## src/core/psc_rcl_pkg.sv

```systemverilog
// Package: register map, field layout and constants for power-on status and setup recall
// Functional notes
// - A write of 1 or 0 to the power-on clear control stores that value as the power-on clear flag.
// - With the flag at 1 the power-on event bit stays 0 through the whole boot sequence.
// - With the flag at 0 the power-on event bit is set to 1 during the boot sequence.
// - With the LAN link selected the boot-time service request is never raised.
// - The flag query returns the flag as one ASCII digit followed by a newline.
// - A recall restores the complete instrument state from the named slot.
// - Slot numbers 0 to 9 are all general purpose and usable for recall.
// - Recall of a never-saved slot restores nothing and raises a display error.
// - A save copies the present instrument state into the named slot 0 to 9.
// - Bit 5 of the service enable mask lets the event summary bit request service.
package psc_rcl_pkg;
  localparam logic [7:0]  ADDR_CTRL      = 8'h00;
  localparam logic [7:0]  ADDR_STATUS    = 8'h04;
  localparam logic [7:0]  ADDR_ESE       = 8'h08;
  localparam logic [7:0]  ADDR_SRE       = 8'h0C;
  localparam logic [7:0]  ADDR_ESR       = 8'h10;
  localparam logic [7:0]  ADDR_STATE     = 8'h14;
  localparam logic [7:0]  ADDR_SLOTCMD   = 8'h18;
  localparam logic [7:0]  ADDR_PSCQUERY  = 8'h1C;
  localparam int          CTRL_PSC_BIT   = 0;
  localparam int          CTRL_LAN_BIT   = 1;
  localparam int          CTRL_ERRCLR    = 2;
  localparam int          SLOT_NUM_LSB   = 0;
  localparam int          SLOT_SAVE_BIT  = 8;
  localparam int          SLOT_RCL_BIT   = 9;
  localparam int          ESR_PON_BIT    = 7;
  localparam int          STB_ESB_BIT    = 5;
  localparam int          STB_RQS_BIT    = 6;
  localparam int          ST_BOOTED_BIT  = 0;
  localparam int          ST_SRQ_BIT     = 1;
  localparam int          ST_DISPERR_BIT = 2;
  localparam int          ST_PARERR_BIT  = 3;
  localparam int          NUM_SLOTS      = 10;
  localparam logic [3:0]  MAX_SLOT       = 4'h9;
  localparam int          STATE_W        = 32;
  localparam logic [7:0]  ASCII_ZERO     = 8'h30;
  localparam logic [7:0]  ASCII_NL       = 8'h0A;
  localparam int          BOOT_NS        = 1000;
  localparam int          CLK_NS         = 10;
  localparam int          BOOT_CYC       = (BOOT_NS + CLK_NS - 1) / CLK_NS;
  localparam logic [7:0]  BOOT_CYC_W     = 8'(BOOT_CYC);
  localparam logic [31:0] STATE_RESET    = 32'h0000_0000;
  localparam logic        PSC_RESET      = 1'b1;
  typedef enum logic [1:0] {BOOTING, READY, RESTORE} phase_t;
endpackage : psc_rcl_pkg

```

## src/core/setup_slot_mem.sv

```systemverilog
// Small setup store: ten slots of instrument state, registered read
`timescale 1ns/1ps
module setup_slot_mem
  import psc_rcl_pkg::*;
(
  // Clock
  input  wire logic               sys_clk,
  // Write port
  input  wire logic               wrEn,
  input  wire logic [3:0]         wrSlot,
  input  wire logic [STATE_W-1:0] wrData,
  // Read port
  input  wire logic [3:0]         rdSlot,
  output logic      [STATE_W-1:0] rdData
);
  logic [STATE_W-1:0] mem [NUM_SLOTS];

  always_ff @(posedge sys_clk) begin
    if (wrEn) begin
      mem[wrSlot] <= wrData;
    end
    rdData <= mem[rdSlot];
  end
endmodule : setup_slot_mem

```

## src/core/slot_valid_bits.sv

```systemverilog
// Per-slot written flags, one bit per save slot
`timescale 1ns/1ps
module slot_valid_bits
  import psc_rcl_pkg::*;
(
  // Clock and reset
  input  wire logic                 sys_clk,
  input  wire logic                 reset_n,
  // Mark a slot as written
  input  wire logic                 setEn,
  input  wire logic [3:0]           setSlot,
  // Flags
  output logic      [NUM_SLOTS-1:0] written
);
  genvar i;
  generate
    for (i = 0; i < NUM_SLOTS; i++) begin : g_slot
      always_ff @(posedge sys_clk) begin
        if (!reset_n) begin
          written[i] <= 1'b0;
        end else if (setEn && setSlot == 4'(i)) begin
          written[i] <= 1'b1;
        end
      end
    end
  endgenerate
endmodule : slot_valid_bits

```

## src/core/psc_rcl_ctrl.sv

```systemverilog
// Power-on status clear, event/service enables and save/recall of instrument setup
`timescale 1ns/1ps
module psc_rcl_ctrl
  import psc_rcl_pkg::*;
(
  // Clock and reset
  input  wire logic               sys_clk,
  input  wire logic               reset_n,
  // APB slave
  input  wire logic               psel,
  input  wire logic               penable,
  input  wire logic               pwrite,
  input  wire logic [7:0]         paddr,
  input  wire logic [31:0]        pwdata,
  output logic      [31:0]        prdata,
  output logic                    pready,
  output logic                    pslverr,
  // Instrument
  output logic      [STATE_W-1:0] instState,
  output logic                    srq,
  output logic                    displayErr
);
  logic               pscFlag_q;
  logic               lanSel_q;
  logic [7:0]         ese_q;
  logic [7:0]         sre_q;
  logic [7:0]         esr_q;
  logic [7:0]         bootCnt_q;
  logic               parErr_q;
  phase_t             phase_q;
  logic [STATE_W-1:0] slotData;
  logic [NUM_SLOTS-1:0] written;

  // Decode
  wire        acc      = psel && penable;
  wire        wrAcc    = acc && pwrite;
  wire        wrCtrl   = wrAcc && paddr == ADDR_CTRL;
  wire        wrEse    = wrAcc && paddr == ADDR_ESE;
  wire        wrSre    = wrAcc && paddr == ADDR_SRE;
  wire        wrEsr    = wrAcc && paddr == ADDR_ESR;
  wire        wrState  = wrAcc && paddr == ADDR_STATE;
  wire        wrSlot   = wrAcc && paddr == ADDR_SLOTCMD;
  wire [3:0]  slotArg  = pwdata[SLOT_NUM_LSB +: 4];
  wire        slotOk   = slotArg <= MAX_SLOT;
  wire        saveCmd  = wrSlot && pwdata[SLOT_SAVE_BIT] && slotOk;
  wire        rclCmd   = wrSlot && pwdata[SLOT_RCL_BIT] && !pwdata[SLOT_SAVE_BIT];
  wire        rclBad   = rclCmd && !slotOk;
  wire        rclEmpty = rclCmd && slotOk && !written[slotArg];
  wire        rclGo    = rclCmd && slotOk && written[slotArg] && phase_q == READY;
  wire        bootDone = phase_q == BOOTING && bootCnt_q == BOOT_CYC_W;
  wire        esbSum   = |(esr_q & ese_q);
  wire [7:0]  stb      = {1'b0, 1'b0, esbSum, 5'h00};
  wire        srqReq   = |(stb & sre_q);
  wire        srqOut   = srqReq && phase_q != BOOTING && !lanSel_q;
  wire        mapped   = paddr == ADDR_CTRL || paddr == ADDR_STATUS || paddr == ADDR_ESE ||
                         paddr == ADDR_SRE || paddr == ADDR_ESR || paddr == ADDR_STATE ||
                         paddr == ADDR_SLOTCMD || paddr == ADDR_PSCQUERY;
  wire [7:0]  pscChar  = ASCII_ZERO + {7'h00, pscFlag_q};
  wire [31:0] statusW  = {28'h0000000, parErr_q, displayErr, srqOut, phase_q != BOOTING};
  wire [31:0] rdMux    =
      paddr == ADDR_CTRL     ? {29'h0000000, 1'b0, lanSel_q, pscFlag_q} :
      paddr == ADDR_STATUS   ? statusW :
      paddr == ADDR_ESE      ? {24'h000000, ese_q} :
      paddr == ADDR_SRE      ? {24'h000000, sre_q} :
      paddr == ADDR_ESR      ? {24'h000000, esr_q} :
      paddr == ADDR_STATE    ? instState :
      paddr == ADDR_PSCQUERY ? {16'h0000, pscChar, ASCII_NL} : 32'h0000_0000;

  assign pready  = 1'b1;
  assign pslverr = acc && !mapped;

  setup_slot_mem u_mem (
    .sys_clk (sys_clk),
    .wrEn    (saveCmd),
    .wrSlot  (slotArg),
    .wrData  (instState),
    .rdSlot  (slotArg),
    .rdData  (slotData)
  );

  slot_valid_bits u_valid (
    .sys_clk (sys_clk),
    .reset_n (reset_n),
    .setEn   (saveCmd),
    .setSlot (slotArg),
    .written (written)
  );

  // Flag has no reset: like a stored setting it outlives a reboot, so the
  // host must load it once before the first boot decides the power-on bit
  always_ff @(posedge sys_clk) begin
    if (wrCtrl) begin
      pscFlag_q <= pwdata[CTRL_PSC_BIT];
    end
  end

  always_ff @(posedge sys_clk) begin
    if (!reset_n) begin
      lanSel_q <= 1'b0;
    end else if (wrCtrl) begin
      lanSel_q <= pwdata[CTRL_LAN_BIT];
    end
  end

  always_ff @(posedge sys_clk) begin
    if (!reset_n) begin
      ese_q <= 8'h00;
      sre_q <= 8'h00;
    end else begin
      if (wrEse) ese_q <= pwdata[7:0];
      if (wrSre) sre_q <= pwdata[7:0];
    end
  end

  // Boot sets the power-on bit unless the clear flag is 1; a write of 1 clears a bit
  always_ff @(posedge sys_clk) begin
    if (!reset_n) begin
      esr_q <= 8'h00;
    end else if (phase_q == BOOTING) begin
      esr_q[ESR_PON_BIT] <= !pscFlag_q;
    end else if (wrEsr) begin
      esr_q <= esr_q & ~pwdata[7:0];
    end
  end

  always_ff @(posedge sys_clk) begin
    if (!reset_n) begin
      phase_q   <= BOOTING;
      bootCnt_q <= 8'h00;
    end else begin
      unique case (phase_q)
        BOOTING: begin
          bootCnt_q <= bootCnt_q + 8'h01;
          if (bootDone) phase_q <= READY;
        end
        READY: begin
          if (rclGo) begin
            phase_q <= RESTORE;
          end
        end
        RESTORE: phase_q <= READY;
      endcase
    end
  end

  always_ff @(posedge sys_clk) begin
    if (!reset_n) begin
      instState <= STATE_RESET;
    end else if (phase_q == RESTORE) begin
      instState <= slotData;
    end else if (wrState) begin
      instState <= pwdata;
    end
  end

  // Error flags set win over software clear
  always_ff @(posedge sys_clk) begin
    if (!reset_n) begin
      displayErr <= 1'b0;
      parErr_q   <= 1'b0;
    end else begin
      displayErr <= rclEmpty || (displayErr && !(wrCtrl && pwdata[CTRL_ERRCLR]));
      parErr_q   <= rclBad || (parErr_q && !(wrCtrl && pwdata[CTRL_ERRCLR]));
    end
  end

  always_ff @(posedge sys_clk) begin
    if (!reset_n) begin
      srq    <= 1'b0;
      prdata <= 32'h0000_0000;
    end else begin
      srq    <= srqOut;
      prdata <= rdMux;
    end
  end
endmodule : psc_rcl_ctrl

```

## config.mk

```make
export PLATFORM = sky130hd
export DESIGN_NAME = psc_rcl_ctrl
export DESIGN_NICKNAME = d
export VERILOG_FILES = /design/src/core/psc_rcl_pkg.sv /design/src/core/setup_slot_mem.sv /design/src/core/slot_valid_bits.sv /design/src/core/psc_rcl_ctrl.sv
export SDC_FILE = /design/constraint.sdc
export NUM_CORES = 1
export LEC_CHECK = 0
export ABC_CLOCK_PERIOD_IN_PS = 13950
export BUFFER_PORTS_ARGS = -buffer_cell sky130_fd_sc_hd__buf_2
export CAP_MARGIN = 30
export CORE_MARGIN = 2
export CORE_UTILIZATION = 65
export CTS_BUF_LIST = sky130_fd_sc_hd__clkbuf_16
export CTS_CLUSTER_DIAMETER = 120
export DETAILED_ROUTE_END_ITERATION = 10
export PLACE_DENSITY = 0.8
export SLEW_MARGIN = 20
export SYNTH_ARGS = -nofsm -noshare
export SYNTH_HDL_FRONTEND = slang
export SYNTH_HIERARCHICAL = 1
export SYNTH_SLANG_ARGS = --single-unit
export TNS_END_PERCENT = 1
```

## constraint.sdc

```tcl
create_clock -name sys_clk -period 13.95 [get_ports sys_clk]
set_clock_uncertainty 0.2 [all_clocks]
set_input_delay 2.79 -clock sys_clk [delete_from_list [all_inputs] [get_ports sys_clk]]
set_output_delay 2.79 -clock sys_clk [all_outputs]
set_load 0.03 [all_outputs]
```

=== After elaboration in Yosys (flattened, before gate mapping) ===
Memory sizes are Yosys's and may differ from the RTL's. A register that Yosys moved wholly into a read port is not among the register bits.
Cells that the tools add are included.

* $add $sub $neg: 2
* Multipliers: 0
* Divide/modulo/power cells: 0
* Magnitude comparators: 2
* Equal/unequal tests: 21
* Shift operators: 0
* Multiplexer cells: 18
* Bitwise gates (word level): 6
* Reduce and logical (&&, ||, !) cells: 63

{| class="wikitable"
|+ Operators with widths
! cell !! number
|-
| $mux 32 || 3
|-
| $logic_and 1x1->1 || 34
|-
| $eq 8x5->1 const B || 4
|-
| $mux 8 || 4
|-
| $and 8x8->8 || 2
|-
| $eq 4x3->1 const B || 4
|-
| $eq 8x4->1 const B || 2
|-
| $reduce_or 8->1 || 2
|-
| $mux 15 || 1
|-
| $logic_or 1x1->1 || 9
|-
| $add 8x1->8 const B || 1
|-
| $and 6x8->8 || 1
|-
| $eq 4x2->1 const B || 2
|-
| $eq 4x4->1 const B || 2
|-
| $eq 8x3->1 const B || 1
|-
| $eq 8x7->1 const B || 1
|-
| $logic_not 8->1 || 1
|-
| $not 8->8 || 1
|-
| $add 6x1->7 const A || 1
|-
| $logic_not 1->1 || 7
|-
| $mux 2 || 3
|-
| $pmux 2 s3 || 1
|-
| $reduce_bool 2->1 || 3
|-
| $reduce_or 6->1 || 1
|-
| other kinds (15) || 21
|}

* Register bits: 113
* Bits in latches: 0
* Bits in writable memories: 320
* ROM bits: 0
* Input bits: 45
* Memories: 1

{| class="wikitable"
|+ Memories
! name !! depth !! bits a word !! read ports !! clocked after memory_dff !! wr ports !! line !! text
|-
| u_mem.mem || 10 || 32 || 1 || 1 || 1 || setup_slot_mem.sv:16 || <nowiki>logic [STATE_W-1:0] mem [NUM_SLOTS];</nowiki>
|}

=== Longest topological paths before layout ===
Gate-level depths: netlist of run 1.

* Depth after elaboration: 10
* Gate-level depth with buffers: 7
* Mapped depth without buffers: 6

=== Hierarchy ===
The synthesis of run 1 kept the hierarchy.

{| class="wikitable"
|+ By module, submodules not included
! module !! times used !! cells each !! area each (µm²) !! sequential area each (µm²)
|-
| setup_slot_mem || 1 || 698 || 13290.2 || 10249.8
|-
| psc_rcl_ctrl || 1 || 472 || 4685.7 || 2072.0
|-
| slot_valid_bits || 1 || 38 || 346.6 || 200.2
|}

=== Worst setup path before layout of run 1 ===
OpenSTA, ideal clock, no wires.

* Kind: in2reg
* Start point: input pwrite
* End point: memory u_mem.mem[0][0], enable pin
* Data arrival time: 6.452 ns
* Data required time: 13.289 ns
* Path slack: 6.836 ns
* Stages: 6
* Buffers on the path: 1
* Path through: and3_1 -> clkbuf_1 -> and4_1 -> and2_1 -> or3b_2 -> nor3_1

* Word-level cells in the longest chain between the ends: 6

{| class="wikitable"
|+ RTL lines
! what !! line !! text
|-
| start: declaration || psc_rcl_ctrl.sv:12 || <nowiki>input wire logic pwrite,</nowiki>
|-
| $logic_and 1x1->1 || psc_rcl_ctrl.sv:36 || <nowiki>wire wrAcc = acc && pwrite;</nowiki>
|-
| $logic_and 1x1->1 || psc_rcl_ctrl.sv:42 || <nowiki>wire wrSlot = wrAcc && paddr == ADDR_SLOTCMD;</nowiki>
|-
| $logic_and 1x1->1 (2 in a row) || psc_rcl_ctrl.sv:45 || <nowiki>wire saveCmd = wrSlot && pwdata[SLOT_SAVE_BIT] && slotOk;</nowiki>
|-
| named net saveCmd || psc_rcl_ctrl.sv:45 ||
|-
| $mux 1 || setup_slot_mem.sv:19 || <nowiki>if (wrEn) begin</nowiki>
|-
| $mux 1 (not written as such) || setup_slot_mem.sv:20 || <nowiki>mem[wrSlot] <= wrData;</nowiki>
|-
| end: declaration || setup_slot_mem.sv:16 ||
|}

The timed path passes the listed nets, and every way through them passes these cells.

=== Worst setup path in the final report of run 1 ===
* Start point: input paddr[1]
* End point: output pslverr

* Word-level cells in the longest chain between the ends: 10

{| class="wikitable"
|+ RTL lines
! what !! line !! text
|-
| start: declaration || psc_rcl_ctrl.sv:13 || <nowiki>input wire logic [7:0] paddr,</nowiki>
|-
| $eq 8x3->1 / $logic_not 8->1 (equally long branches) || psc_rcl_ctrl.sv:55 || <nowiki>wire mapped = paddr == ADDR_CTRL || paddr == ADDR_STATUS || paddr == ADDR_ESE ||</nowiki>
|-
| $logic_or 1x1->1 (3 in a row) || psc_rcl_ctrl.sv:55 ||
|-
| $logic_or 1x1->1 (3 in a row) || psc_rcl_ctrl.sv:56 || <nowiki>paddr == ADDR_SRE || paddr == ADDR_ESR || paddr == ADDR_STATE ||</nowiki>
|-
| $logic_or 1x1->1 * || psc_rcl_ctrl.sv:57 || <nowiki>paddr == ADDR_SLOTCMD || paddr == ADDR_PSCQUERY;</nowiki>
|-
| $logic_not 1->1 * || psc_rcl_ctrl.sv:70 || <nowiki>assign pslverr = acc && !mapped;</nowiki>
|-
| $logic_and 1x1->1 * || psc_rcl_ctrl.sv:70 ||
|-
| end: declaration || psc_rcl_ctrl.sv:17 || <nowiki>output logic pslverr,</nowiki>
|}

Every way passes the cells marked *; elsewhere a longest branch is shown, timed or not.

==> results of run 1 <==
routing by layer:
layer,wire length (um),vias to the layer above
met2,18800,381
met5,0,-
met4,1110,0
met1,16000,5301
met3,2380,65
li1,-,4831
per-stage QoR:
step | std cells | cell area (um^2) | setup slack [ns]
after CTS | 1727 | 20600 | 6.90
after global routing | 1727 | 20600 | 6.87
final | 1727 | 20600 | 6.91
after floorplan | 1208 | 18300 | 6.84
after detailed placement | 1645 | 19300 | 6.92
after global placement | 1640 | 19200 | 7.01
worst max-delay path, cell delays in order:
cell                     delay, ns
sky130_fd_sc_hd__buf_2        0.13
sky130_fd_sc_hd__or2_1        0.30
sky130_fd_sc_hd__nor4_1       0.56
sky130_fd_sc_hd__nor2_1       0.07
sky130_fd_sc_hd__buf_2        0.20
state kept, by name (all words and copies together) (netlist names):
signal           flops
ese_q                8
bootCnt_q            8
pscFlag_q            1
parErr_q             1
displayErr           1
prdata              32
u_mem/rdData        32
u_mem/mem          320
esr_q                8
sre_q                8
lanSel_q             1
u_valid/written     10
phase_q              2
instState           32
srq                  1
layout by cell type (no fill, tap or decap), types with 8 or more instances in the layout:
| cell type | synthesis | final |
|---|---|---|
| sky130_fd_sc_hd__buf_2 | 21 | 109 |
| sky130_fd_sc_hd__buf_4 | 8 | 16 |
| sky130_fd_sc_hd__edfxtp_1 | 321 | 321 |
| sky130_fd_sc_hd__o22ai_1 | 35 | 35 |
| sky130_fd_sc_hd__a22o_1 | 34 | 34 |
| sky130_fd_sc_hd__nor2_1 | 76 | 68 |
| sky130_fd_sc_hd__nand4_1 | 8 | 8 |
| sky130_fd_sc_hd__clkbuf_16 | 0 | 46 |
| sky130_fd_sc_hd__clkinv_1 | 0 | 14 |
| sky130_fd_sc_hd__mux2_2 | 91 | 91 |
| sky130_fd_sc_hd__a211oi_1 | 17 | 17 |
| sky130_fd_sc_hd__a211oi_2 | 18 | 18 |
| sky130_fd_sc_hd__dfxtp_1 | 144 | 144 |
| sky130_fd_sc_hd__a21oi_1 | 17 | 17 |
| sky130_fd_sc_hd__o31ai_2 | 31 | 31 |
| sky130_fd_sc_hd__mux2i_1 | 128 | 128 |
| sky130_fd_sc_hd__inv_1 | 6 | 17 |
| sky130_fd_sc_hd__and2_1 | 27 | 27 |
| sky130_fd_sc_hd__o21ai_1 | 8 | 8 |
| sky130_fd_sc_hd__nand2_1 | 62 | 61 |
logic make-up (layout without fill, tap and decap cells):
group,Yosys count,count (layout),share of synthesized area (%)
AO/OA/AOI/OAI,191,191,8.88
XOR/XNOR,7,7,0.335
adder cells (fa/ha/maj),2,2,0.137
buffers and inverters,79,220,2.34
flip-flops,465,465,68.3
multiplexers,226,226,13.1
other,1,1,0.0205
AND/OR/NAND/NOR,237,237,6.88
path summary, 6_finish.rpt:
kind / startpoint / end / slack [ns]
max reg2reg: phase_q[1] / instState[28] / 11.10
max: paddr[1] / pslverr / 6.91
min: u_valid/written[8] / u_valid/written[8] / 0.25
min reg2reg: u_valid/written[8] / u_valid/written[8] / 0.25
final cells by class:
class	count	area, um^2	area share, %
clock buffer	46	1150	5.58
inverter	7	26.3	0.127
clock inverter	36	213	1.03
sequential	465	12500	60.7
multi-input combinational	664	5460	26.4
tap	378	473	2.29
timing repair buffer	131	805	3.90
synth_stat cells (3+ instances only):
cell type                    n
sky130_fd_sc_hd__edfxtp_1  321
sky130_fd_sc_hd__dfxtp_1   144
sky130_fd_sc_hd__mux2i_1   128
sky130_fd_sc_hd__mux2_2     91
sky130_fd_sc_hd__nor2_1     76
sky130_fd_sc_hd__nand2_1    62
sky130_fd_sc_hd__o22ai_1    35
sky130_fd_sc_hd__a22o_1     34
sky130_fd_sc_hd__clkbuf_1   31
sky130_fd_sc_hd__o31ai_2    31
sky130_fd_sc_hd__and2_1     27
sky130_fd_sc_hd__buf_2      21
sky130_fd_sc_hd__a211oi_2   18
sky130_fd_sc_hd__a211oi_1   17
sky130_fd_sc_hd__a21oi_1    17
sky130_fd_sc_hd__buf_4       8
sky130_fd_sc_hd__nand4_1     8
sky130_fd_sc_hd__o21ai_1     8
sky130_fd_sc_hd__buf_6       7
sky130_fd_sc_hd__nand3b_1    7
sky130_fd_sc_hd__nor2b_1     7
sky130_fd_sc_hd__nor3_1      7
sky130_fd_sc_hd__a22oi_1     6
sky130_fd_sc_hd__inv_1       6
sky130_fd_sc_hd__mux2_1      6
sky130_fd_sc_hd__nand3_1     6
sky130_fd_sc_hd__o21ai_0     6
sky130_fd_sc_hd__xor2_1      6
sky130_fd_sc_hd__nand2b_1    5
sky130_fd_sc_hd__and3_1      4
sky130_fd_sc_hd__a21boi_0    3
sky130_fd_sc_hd__buf_1       3
sky130_fd_sc_hd__o32a_1      3
power groups by stage:
| stage | sequential, uW | combinational (uW) | clock, uW |
|---|---|---|---|
| 6_report | 1470 | 95.6 | 1120 |
| 5_1_grt | 1460 | 102 | 1190 |
| 4_1_cts | 1470 | 95.1 | 1140 |
| 3_5_place_dp | 1490 | 94.4 | 0 |
| 3_3_place_gp | 1490 | 92.9 | 0 |
| 2_1_floorplan | 1490 | 67.5 | 0 |
==> results.toml, run 1 <==
[cells_and_area]
area_delta_synth_final_pct = 12.7
antenna-diode-count = 0
finalNetCount = 1360
fillers = 1773
final_util_pct = 74.3
drive_gt1_share_pct = 26.6

[power]
clock_power_share_pct = 41.8
finalPower_uw = 2680
cellInternalPower_uw = 2130
switching_share_pct = 20.5
pwr-share-seq_pct = 54.6
p_sw_uw = 551
vdd_ir_drop_max_v = 0.0000912
static-leakage-power_uw = 0.00834
share_comb_of_total_power_pct = 3.6
pwr_density_cell_mw_per_mm2 = 130

[route]
first_pass_iters = 5
detail_route.vias_per_cell = 6.13
antenna_left = 0
via_total_after_detailed_routing = 10600
remaining_drc_errors = 0
drt-initial-drc-count = 781
routed_wirelength_um = 38200
routedWlPerCell_um = 22.1

[die]
die-area_mm2 = 0.0295
chipHeight_um = 172
rows = 61
core_region_area_mm2 = 0.0278
top_level_ports = 113
die-width_um = 172
initial_core_util_pct = 66.0

[global_route]
overflow = 0
number_of_antenna_violations_at_the_first_check_in_global_routing = 0
grt_start_max_net_pins = 110
wire_length_of_the_first_global_routing_pass_um = 58300
met2_layer_usage_reported_by_global_route_pct = 43.1
grt.met3_usage_pct = 4.17
groute.layer.met1.usage_pct = 35.4
grt_pass1_vias = 10500
grt_util_all_layers_pct = 26.1
busiest_layer = "met2"

[timing]
final.min_clock_period_ns = 7.04
relSlewSlack_pct = 33.4
finalHoldViolations = 0
number_of_max_slew_violations_in_the_final_report = 0
finalSetupViolCount = 0
fmax_ghz = 0.142
fin_crit_sh_pct = 50.5
worst_pin_slew_ns = 0.999
rsz0062_at_grt = "no"
hold-worst-slack_ns = 0.251
tns_ns = 0

[critical_path]
worstPathMaxFanout = 5
worst-endpoint-required_ns = 10.96
start_kind = "input pin"
end_kind = "output port"
wp_data_arrival_ns = 4.05
setup.worst_path.class = "in2out"
worstRegToRegCells = 6

[clock_network]
cts_resized = 0
htree_levels = 2
clk-insertion-delay-late_ns = 0.54
cts_made_buffers = 44
cts.reportedPaths.clkPinSlew_ns = 0.06
post_cts_hold_buffers = 0
cts_root_buf = "sky130_fd_sc_hd__clkbuf_16"
number_of_clock_sinks_seen_by_cts = 465
cts_tree = "done"
clk_path_buf_depth = 3
cts_setup_buffers = 0

[synthesis]
number_of_synthesized_flops_with_an_enable_pin = 321
postSynthNetCount = 1255
synth_seq_area_share_pct = 68.3
netlist_area_mm2 = 0.0183
synth.largest_area_cell = "sky130_fd_sc_hd__edfxtp_1"
postSynthAreaPerCell_um2 = 15.2
netlist_top_cells_area = "sky130_fd_sc_hd__edfxtp_1 (53%), sky130_fd_sc_hd__dfxtp_1 (16%), sky130_fd_sc_hd__mux2i_1 (7.0%)"
post_synth_inst_count = 1208
yosys_warnings = 6
async_flop_share_pct = 0
synth-main-ff-cell = "sky130_fd_sc_hd__edfxtp_1"
synth-seq-cells = 465
portion_of_synthesized_cell_area_occupied_by_the_leading_cell_type_pct = 52.6
yosys.cell_types.count = 70

[hold_path]
min_path_cells = 2
min_path_type = "reg2reg"

[placement]
place.gp.congestion = 0.884
hpwl_um = 21000
place.port_buffers = 111

[run]
max-cap-violations = 0

[outcome]
outcome = "completed"
Note: power is estimated with default switching activity, not from simulation.
==> inputs of run 2 (changes only) <==
ABC_AREA = 1   (was unset)
ABC_CLOCK_PERIOD_IN_PS = 6900   (was 13950)
CORE_UTILIZATION = 61   (was 65)
PLACE_DENSITY = 0.76   (was 0.8)
clock period = 6.9 ns   (was 13.95 ns; I/O delays follow)
==> results.toml, run 2 <==
[global_route]
number_of_antenna_violations_at_the_first_check_in_global_routing = 0
grt_start_max_net_pins = 89
wire_length_of_the_first_global_routing_pass_um = 70400
grt_pass1_vias = 13800
overflow = 0
grt_util_all_layers_pct = 27.2

[power]
p_sw_uw = 1170
share_comb_of_total_power_pct = 3.9
vdd_ir_drop_max_v = 0.000197
pwr_density_cell_mw_per_mm2 = 254
static-leakage-power_uw = 0.00929
pwr-share-seq_pct = 54.1
clock_power_share_pct = 42.0
switching_share_pct = 21.4
cellInternalPower_uw = 4300

[placement]
hpwl_um = 25800
place.port_buffers = 111
place.gp.congestion = 0.898
cell_count_after_placement = 2380

[clock_network]
cts.reportedPaths.clkPinSlew_ns = 0.06
number_of_clock_sinks_seen_by_cts = 465
cts_resized = 0
cts_setup_buffers = 0
clk_path_buf_depth = 3
cts_root_buf = "sky130_fd_sc_hd__clkbuf_16"
cts_made_buffers = 46
post_cts_hold_buffers = 0
clk-insertion-delay-late_ns = 0.55
cts_tree = "done"
htree_levels = 2

[synthesis]
post_synth_inst_count = 1932
synth.most_common_cell = "sky130_fd_sc_hd__nand2_1"
yosys.cell_types.count = 45
netlist_top_cells_area = "sky130_fd_sc_hd__edfxtp_1 (50%), sky130_fd_sc_hd__dfxtp_1 (15%), sky130_fd_sc_hd__nand2_1 (8.6%)"
number_of_synthesized_flops_with_an_enable_pin = 321
yosys_warnings = 6
synth-seq-cells = 465
async_flop_share_pct = 0
synth.largest_area_cell = "sky130_fd_sc_hd__edfxtp_1"
synth_seq_area_share_pct = 64.9
netlist_area_mm2 = 0.0193
postSynthNetCount = 1979
portion_of_synthesized_cell_area_occupied_by_the_leading_cell_type_pct = 49.9
postSynthAreaPerCell_um2 = 9.99
synth-main-ff-cell = "sky130_fd_sc_hd__edfxtp_1"
post_synth_most_frequent_cells = "sky130_fd_sc_hd__nand2_1 (442), sky130_fd_sc_hd__edfxtp_1 (321), sky130_fd_sc_hd__inv_1 (276)"

[die]
rows = 65
die-width_um = 182
top_level_ports = 113
die-area_mm2 = 0.0331
initial_core_util_pct = 61.5
core_region_area_mm2 = 0.0314
chipHeight_um = 182

[timing]
finalSetupViolCount = 0
fmax_ghz = 0.253
finalHoldViolations = 0
relSlewSlack_pct = 34.5
number_of_max_slew_violations_in_the_final_report = 0
hold-worst-slack_ns = 0.254
final.min_clock_period_ns = 3.96
rsz0062_at_grt = "no"
tns_ns = 0
fin_crit_sh_pct = 57.4
worst_pin_slew_ns = 0.983

[critical_path]
cpMaxStageDelayCell = "sky130_fd_sc_hd__buf_2"
cpPeakStageDelay_ns = 0.24
start_kind = "input pin"
worst-endpoint-required_ns = 5.32
wp_data_arrival_ns = 2.38
end_kind = "output port"
path_cells = "buf_2 -> inv_1 -> nand2_1 -> nor2_8 -> nand2_1 -> inv_1 -> nor3_1 -> buf_2"
worstPathMaxFanout = 8
setup.worst_path.class = "in2out"

[cells_and_area]
fillers = 2273
registers.top_by_ff_count = "u_mem/mem"
area_delta_synth_final_pct = 11.6
seq_area_mm2 = 0.0125
flip_flop_count_of_the_largest_register_after_layout = 320
layout.cells.most_common = "sky130_fd_sc_hd__nand2_1"
antenna-diode-count = 0
area_taken_by_multi_input_logic_gates_mm2 = 0.00521
finalNetCount = 2073
drive_gt1_share_pct = 14.7
finalNonFillerCells = 2466
layout.cells.most_common_list = "sky130_fd_sc_hd__nand2_1 (442), sky130_fd_sc_hd__edfxtp_1 (321), sky130_fd_sc_hd__inv_1 (291), sky130_fd_sc_hd__nand3_1 (229), sky130_fd_sc_hd__nor2_1 (166)"

[hold_path]
min_path_type = "reg2reg"

[route]
via_total_after_detailed_routing = 13500
routedWlPerCell_um = 18.0
detail_route.vias_per_cell = 5.49
antenna_left = 0
first_pass_iters = 5
routed_wirelength_um = 44300
drt-initial-drc-count = 1328
remaining_drc_errors = 0

[run]
max-cap-violations = 0

[outcome]
outcome = "completed"
-- run 2: cell types whose count changed after synthesis, moves of 34 or more --
| cell | delta |
|---|---|
| sky130_fd_sc_hd__nand2_1 | +380 |
| sky130_fd_sc_hd__inv_1 | +270 |
| sky130_fd_sc_hd__nand3_1 | +223 |
| sky130_fd_sc_hd__mux2i_1 | -128 |
| sky130_fd_sc_hd__nor2_1 | +100 |
| sky130_fd_sc_hd__o21ai_0 | +76 |
| sky130_fd_sc_hd__mux2_2 | -59 |
| sky130_fd_sc_hd__nor2_2 | +36 |
| sky130_fd_sc_hd__a22o_1 | -34 |
-- run 2: per-stage QoR --
| step | power (uW) | util [%] | worst slack (ns) | area [um^2] |
|---|---|---|---|---|
| after global placement | 3230 | 63.6 | 2.61 | 20000 |
| final | 5480 | 68.6 | 2.94 | 21600 |
| after detailed placement | 3240 | 64.2 | 2.69 | 20200 |
| after floorplan | 3170 | - | 2.48 | 19300 |
| after global routing | 5650 | 68.6 | 2.78 | 21600 |
| after CTS | 5510 | 68.6 | 2.94 | 21600 |
-- run 2: logic make-up (layout without fill, tap and decap cells) --
group	after synthesis	in the layout	share of synthesized area, %
other cells	1	1	0.0194
fa+ha+maj	2	2	0.130
flops	465	465	64.9
mux	32	32	1.87
compound gates	142	142	3.85
buf+inv	372	504	8.56
simple gates	918	918	20.7
-- run 2: layout make-up --
type	instances	share of cell area, %
clock buffers	49	5.69
clock inverters	37	0.801
inverters	287	5.06
multi-input cells	1095	24.2
flip-flops and latches	465	58.1
well taps	402	2.33
repair buffers	131	3.83
-- run 2: final timing paths --
check | to | start | depth (start not counted) | slack, ns
worst max-delay path | pslverr | paddr[6] | 8 | 2.94
worst min-delay path | u_mem/rdData[29] | u_mem/mem[9][29] | 2 | 0.25
worst max register to register | instState[0] | phase_q[0] | 6 | 4.69
worst min register to register | u_mem/rdData[29] | u_mem/mem[9][29] | 2 | 0.25
-- run 2: power by group through the flow --
stage	clock network [uW]	logic, uW	registers (uW)
after global routing	2440	238	2960
after global placement	0	207	3020
after floorplan	0	152	3020
after detailed placement	0	212	3020
after CTS	2330	214	2970
final	2300	214	2970
-- run 2: metal layers --
metal / GRT usage [%] / share of wire (%)
met5: 0 / 0
met4: 11.6 / 3.6
met3: 4.61 / 7.5
met2: 46.7 / 49
met1: 34.3 / 40
-- run 2: critical path, delay by kind of cell --
family / cells / cell delay (ns)
buffers and inverters: 4 / 0.46
and+or+nand+nor: 4 / 0.53
==> inputs of run 3 (changes only) <==
ABC_CLOCK_PERIOD_IN_PS = 3530   (was 6900)
CORE_UTILIZATION = 55   (was 61)
PLACE_DENSITY = 0.72   (was 0.76)
clock period = 3.53 ns   (was 6.9 ns; I/O delays follow)
==> results.toml, run 3 (synthesized netlist as in run 2, its figures left out) <==
[critical_path]
end_kind = "register"
worst-endpoint-required_ns = 3.57
path_cells = "buf_2 -> inv_2 -> nand2_1 -> nor2_4 -> nand2_1 -> nor4b_2 -> nand3_1 -> buf_4 -> nor2_4 -> buf_12"
r2r-end = "instState[31]"
cpPeakStageDelay_ns = 0.61
setup.worst_path.class = "in2reg"
worstRegToRegCells = 6
regToRegStartpoint = "phase_q[0]"
internal_reg_to_reg_setup_slack_ns = 1.26
wp_data_arrival_ns = 2.61
worstPathMaxFanout = 27
start_kind = "input pin"
cpMaxStageDelayCell = "sky130_fd_sc_hd__nor4b_2"

[timing]
setup_ws_ns = 0.964
number_of_max_slew_violations_in_the_final_report = 0
final.min_clock_period_ns = 2.57
fin_crit_sh_pct = 72.7
relSlewSlack_pct = 38.7
fmax_ghz = 0.390
finalSetupViolCount = 0
rsz0062_at_grt = "no"
finalHoldViolations = 0
worst_pin_slew_ns = 0.920

[cells_and_area]
area_delta_synth_final_pct = 13.3
flip_flop_count_of_the_largest_register_after_layout = 320
antenna-diode-count = 0
drive_gt1_share_pct = 15.7
fillers = 2775
seq_area_mm2 = 0.0125
layout.cells.most_common = "sky130_fd_sc_hd__nand2_1"
layout.cells.most_common_list = "sky130_fd_sc_hd__nand2_1 (442), sky130_fd_sc_hd__edfxtp_1 (321), sky130_fd_sc_hd__inv_1 (291), sky130_fd_sc_hd__nand3_1 (229), sky130_fd_sc_hd__nor2_1 (166)"
finalNetCount = 2095
finalNonFillerCells = 2541
registers.top_by_ff_count = "u_mem/mem"
area_taken_by_multi_input_logic_gates_mm2 = 0.00521

[die]
chipHeight_um = 191
die-area_mm2 = 0.0366
die-width_um = 191
core_region_area_mm2 = 0.0345
top_level_ports = 113
rows = 68
initial_core_util_pct = 55.9

[route]
met2_wirelength_um = 21600
routedWlPerCell_um = 17.9
drt-initial-drc-count = 1179
first_pass_iters = 5
via_total_after_detailed_routing = 13600
met1_length_um = 19300
antenna_left = 0
remaining_drc_errors = 0
routed.top_layer = "met5"
routed_wirelength_um = 45600
met3_wirelength_um = 3490
detail_route.vias_per_cell = 5.36

[clock_network]
post_cts_hold_buffers = 0
cts_root_buf = "sky130_fd_sc_hd__clkbuf_16"
cts_made_buffers = 47
cts_resized = 0
htree_levels = 2
number_of_clock_sinks_seen_by_cts = 465
cts.reportedPaths.clkPinSlew_ns = 0.06
clk-insertion-delay-late_ns = 0.57
cts_setup_buffers = 0
clk_path_buf_depth = 3
cts_tree = "done"

[global_route]
grt_pass1_vias = 13200
number_of_antenna_violations_at_the_first_check_in_global_routing = 1
grt_start_max_net_pins = 165
grt_util_all_layers_pct = 25.0
overflow = 0
wire_length_of_the_first_global_routing_pass_um = 70000

[hold_path]
terminating_pin_of_the_worst_hold_path = "sre_q[7]"
min_path_cells = 3
min_from = "pwdata[7]"
min_path_type = "in2reg"

[placement]
cell_count_after_placement = 2454
place.port_buffers = 111
place.gp.congestion = 0.954
dp_slack_ns = 0.463
hpwl_um = 27400

[power]
vdd_ir_drop_max_v = 0.000403
static-leakage-power_uw = 0.00944
pwr_density_cell_mw_per_mm2 = 493

[outcome]
outcome = "completed"

[run]
max-cap-violations = 0
==> run 3: cell count changes in the layout (fill, tap and decap cells not counted) <==
cell / change
sky130_fd_sc_hd__buf_12: +12
sky130_fd_sc_hd__buf_16: -3
sky130_fd_sc_hd__buf_4: +13
sky130_fd_sc_hd__buf_8: -1
sky130_fd_sc_hd__bufinv_16: +1
sky130_fd_sc_hd__clkinv_1: -1
sky130_fd_sc_hd__clkinv_2: +1
sky130_fd_sc_hd__clkinv_4: -2
sky130_fd_sc_hd__clkinvlp_4: -3
sky130_fd_sc_hd__inv_2: +5
sky130_fd_sc_hd__inv_4: +1
sky130_fd_sc_hd__inv_6: -1
==> run 3: per-layer routing <==
metal / track usage (%) / vias up
met4: 9.14 / 2
met5: 0 / -
met2: 40.8 / 576
met3: 3.38 / 91
li1: - / 6488
met1: 34.4 / 6461
==> run 3: stage by stage <==
step / power, uW / util [%] / TNS (ns) / cell area, um^2 / hold slack, ns
floorplan: 6210 / - / -60.77 / 19300 / 0.223
global placement: 6330 / 59.2 / 0 / 20500 / 0.235
detailed placement: 6330 / 59.2 / 0 / 20500 / 0.245
CTS: 10800 / 63.3 / 0 / 21900 / 0.230
global route: 11100 / 63.3 / 0 / 21900 / 0.251
finish: 10800 / 63.3 / 0 / 21900 / 0.246
==> run 3: critical path, delay by kind of cell <==
kind / cells / cell delay, ns
AND/OR/NAND/NOR: 6 / 1.26
buffers and inverters: 4 / 0.64
==> run 3: final cells by class <==
class / count / area share, %
Sequential cell: 465 / 57.3
Multi-Input combinational cell: 1095 / 23.8
Clock buffer: 49 / 5.61
Inverter: 287 / 4.97
Timing Repair Buffer: 152 / 4.88
Tap cell: 455 / 2.60
Clock inverter: 38 / 0.835
==> run 3: how the worst max path moves through the flow <==
stage,end,slack [ns],start
after floorplan,u_mem/mem[0][0],-0.21,paddr[0]
after global placement,u_mem/mem[9][5],0.56,paddr[2]
after detailed placement,u_mem/mem[9][6],0.46,paddr[2]
after CTS,instState[23],1.01,instState[23]
after global routing,u_mem/mem[9][29],0.84,paddr[2]
final,u_mem/mem[9][26],0.96,paddr[2]
==> run 3: where the power goes <==
group | switching [uW] | total (uW) | internal, uW
Clock | 1990 | 4560 | 2570
Combinational | 296 | 428 | 133
Sequential | 13.1 | 5800 | 5780
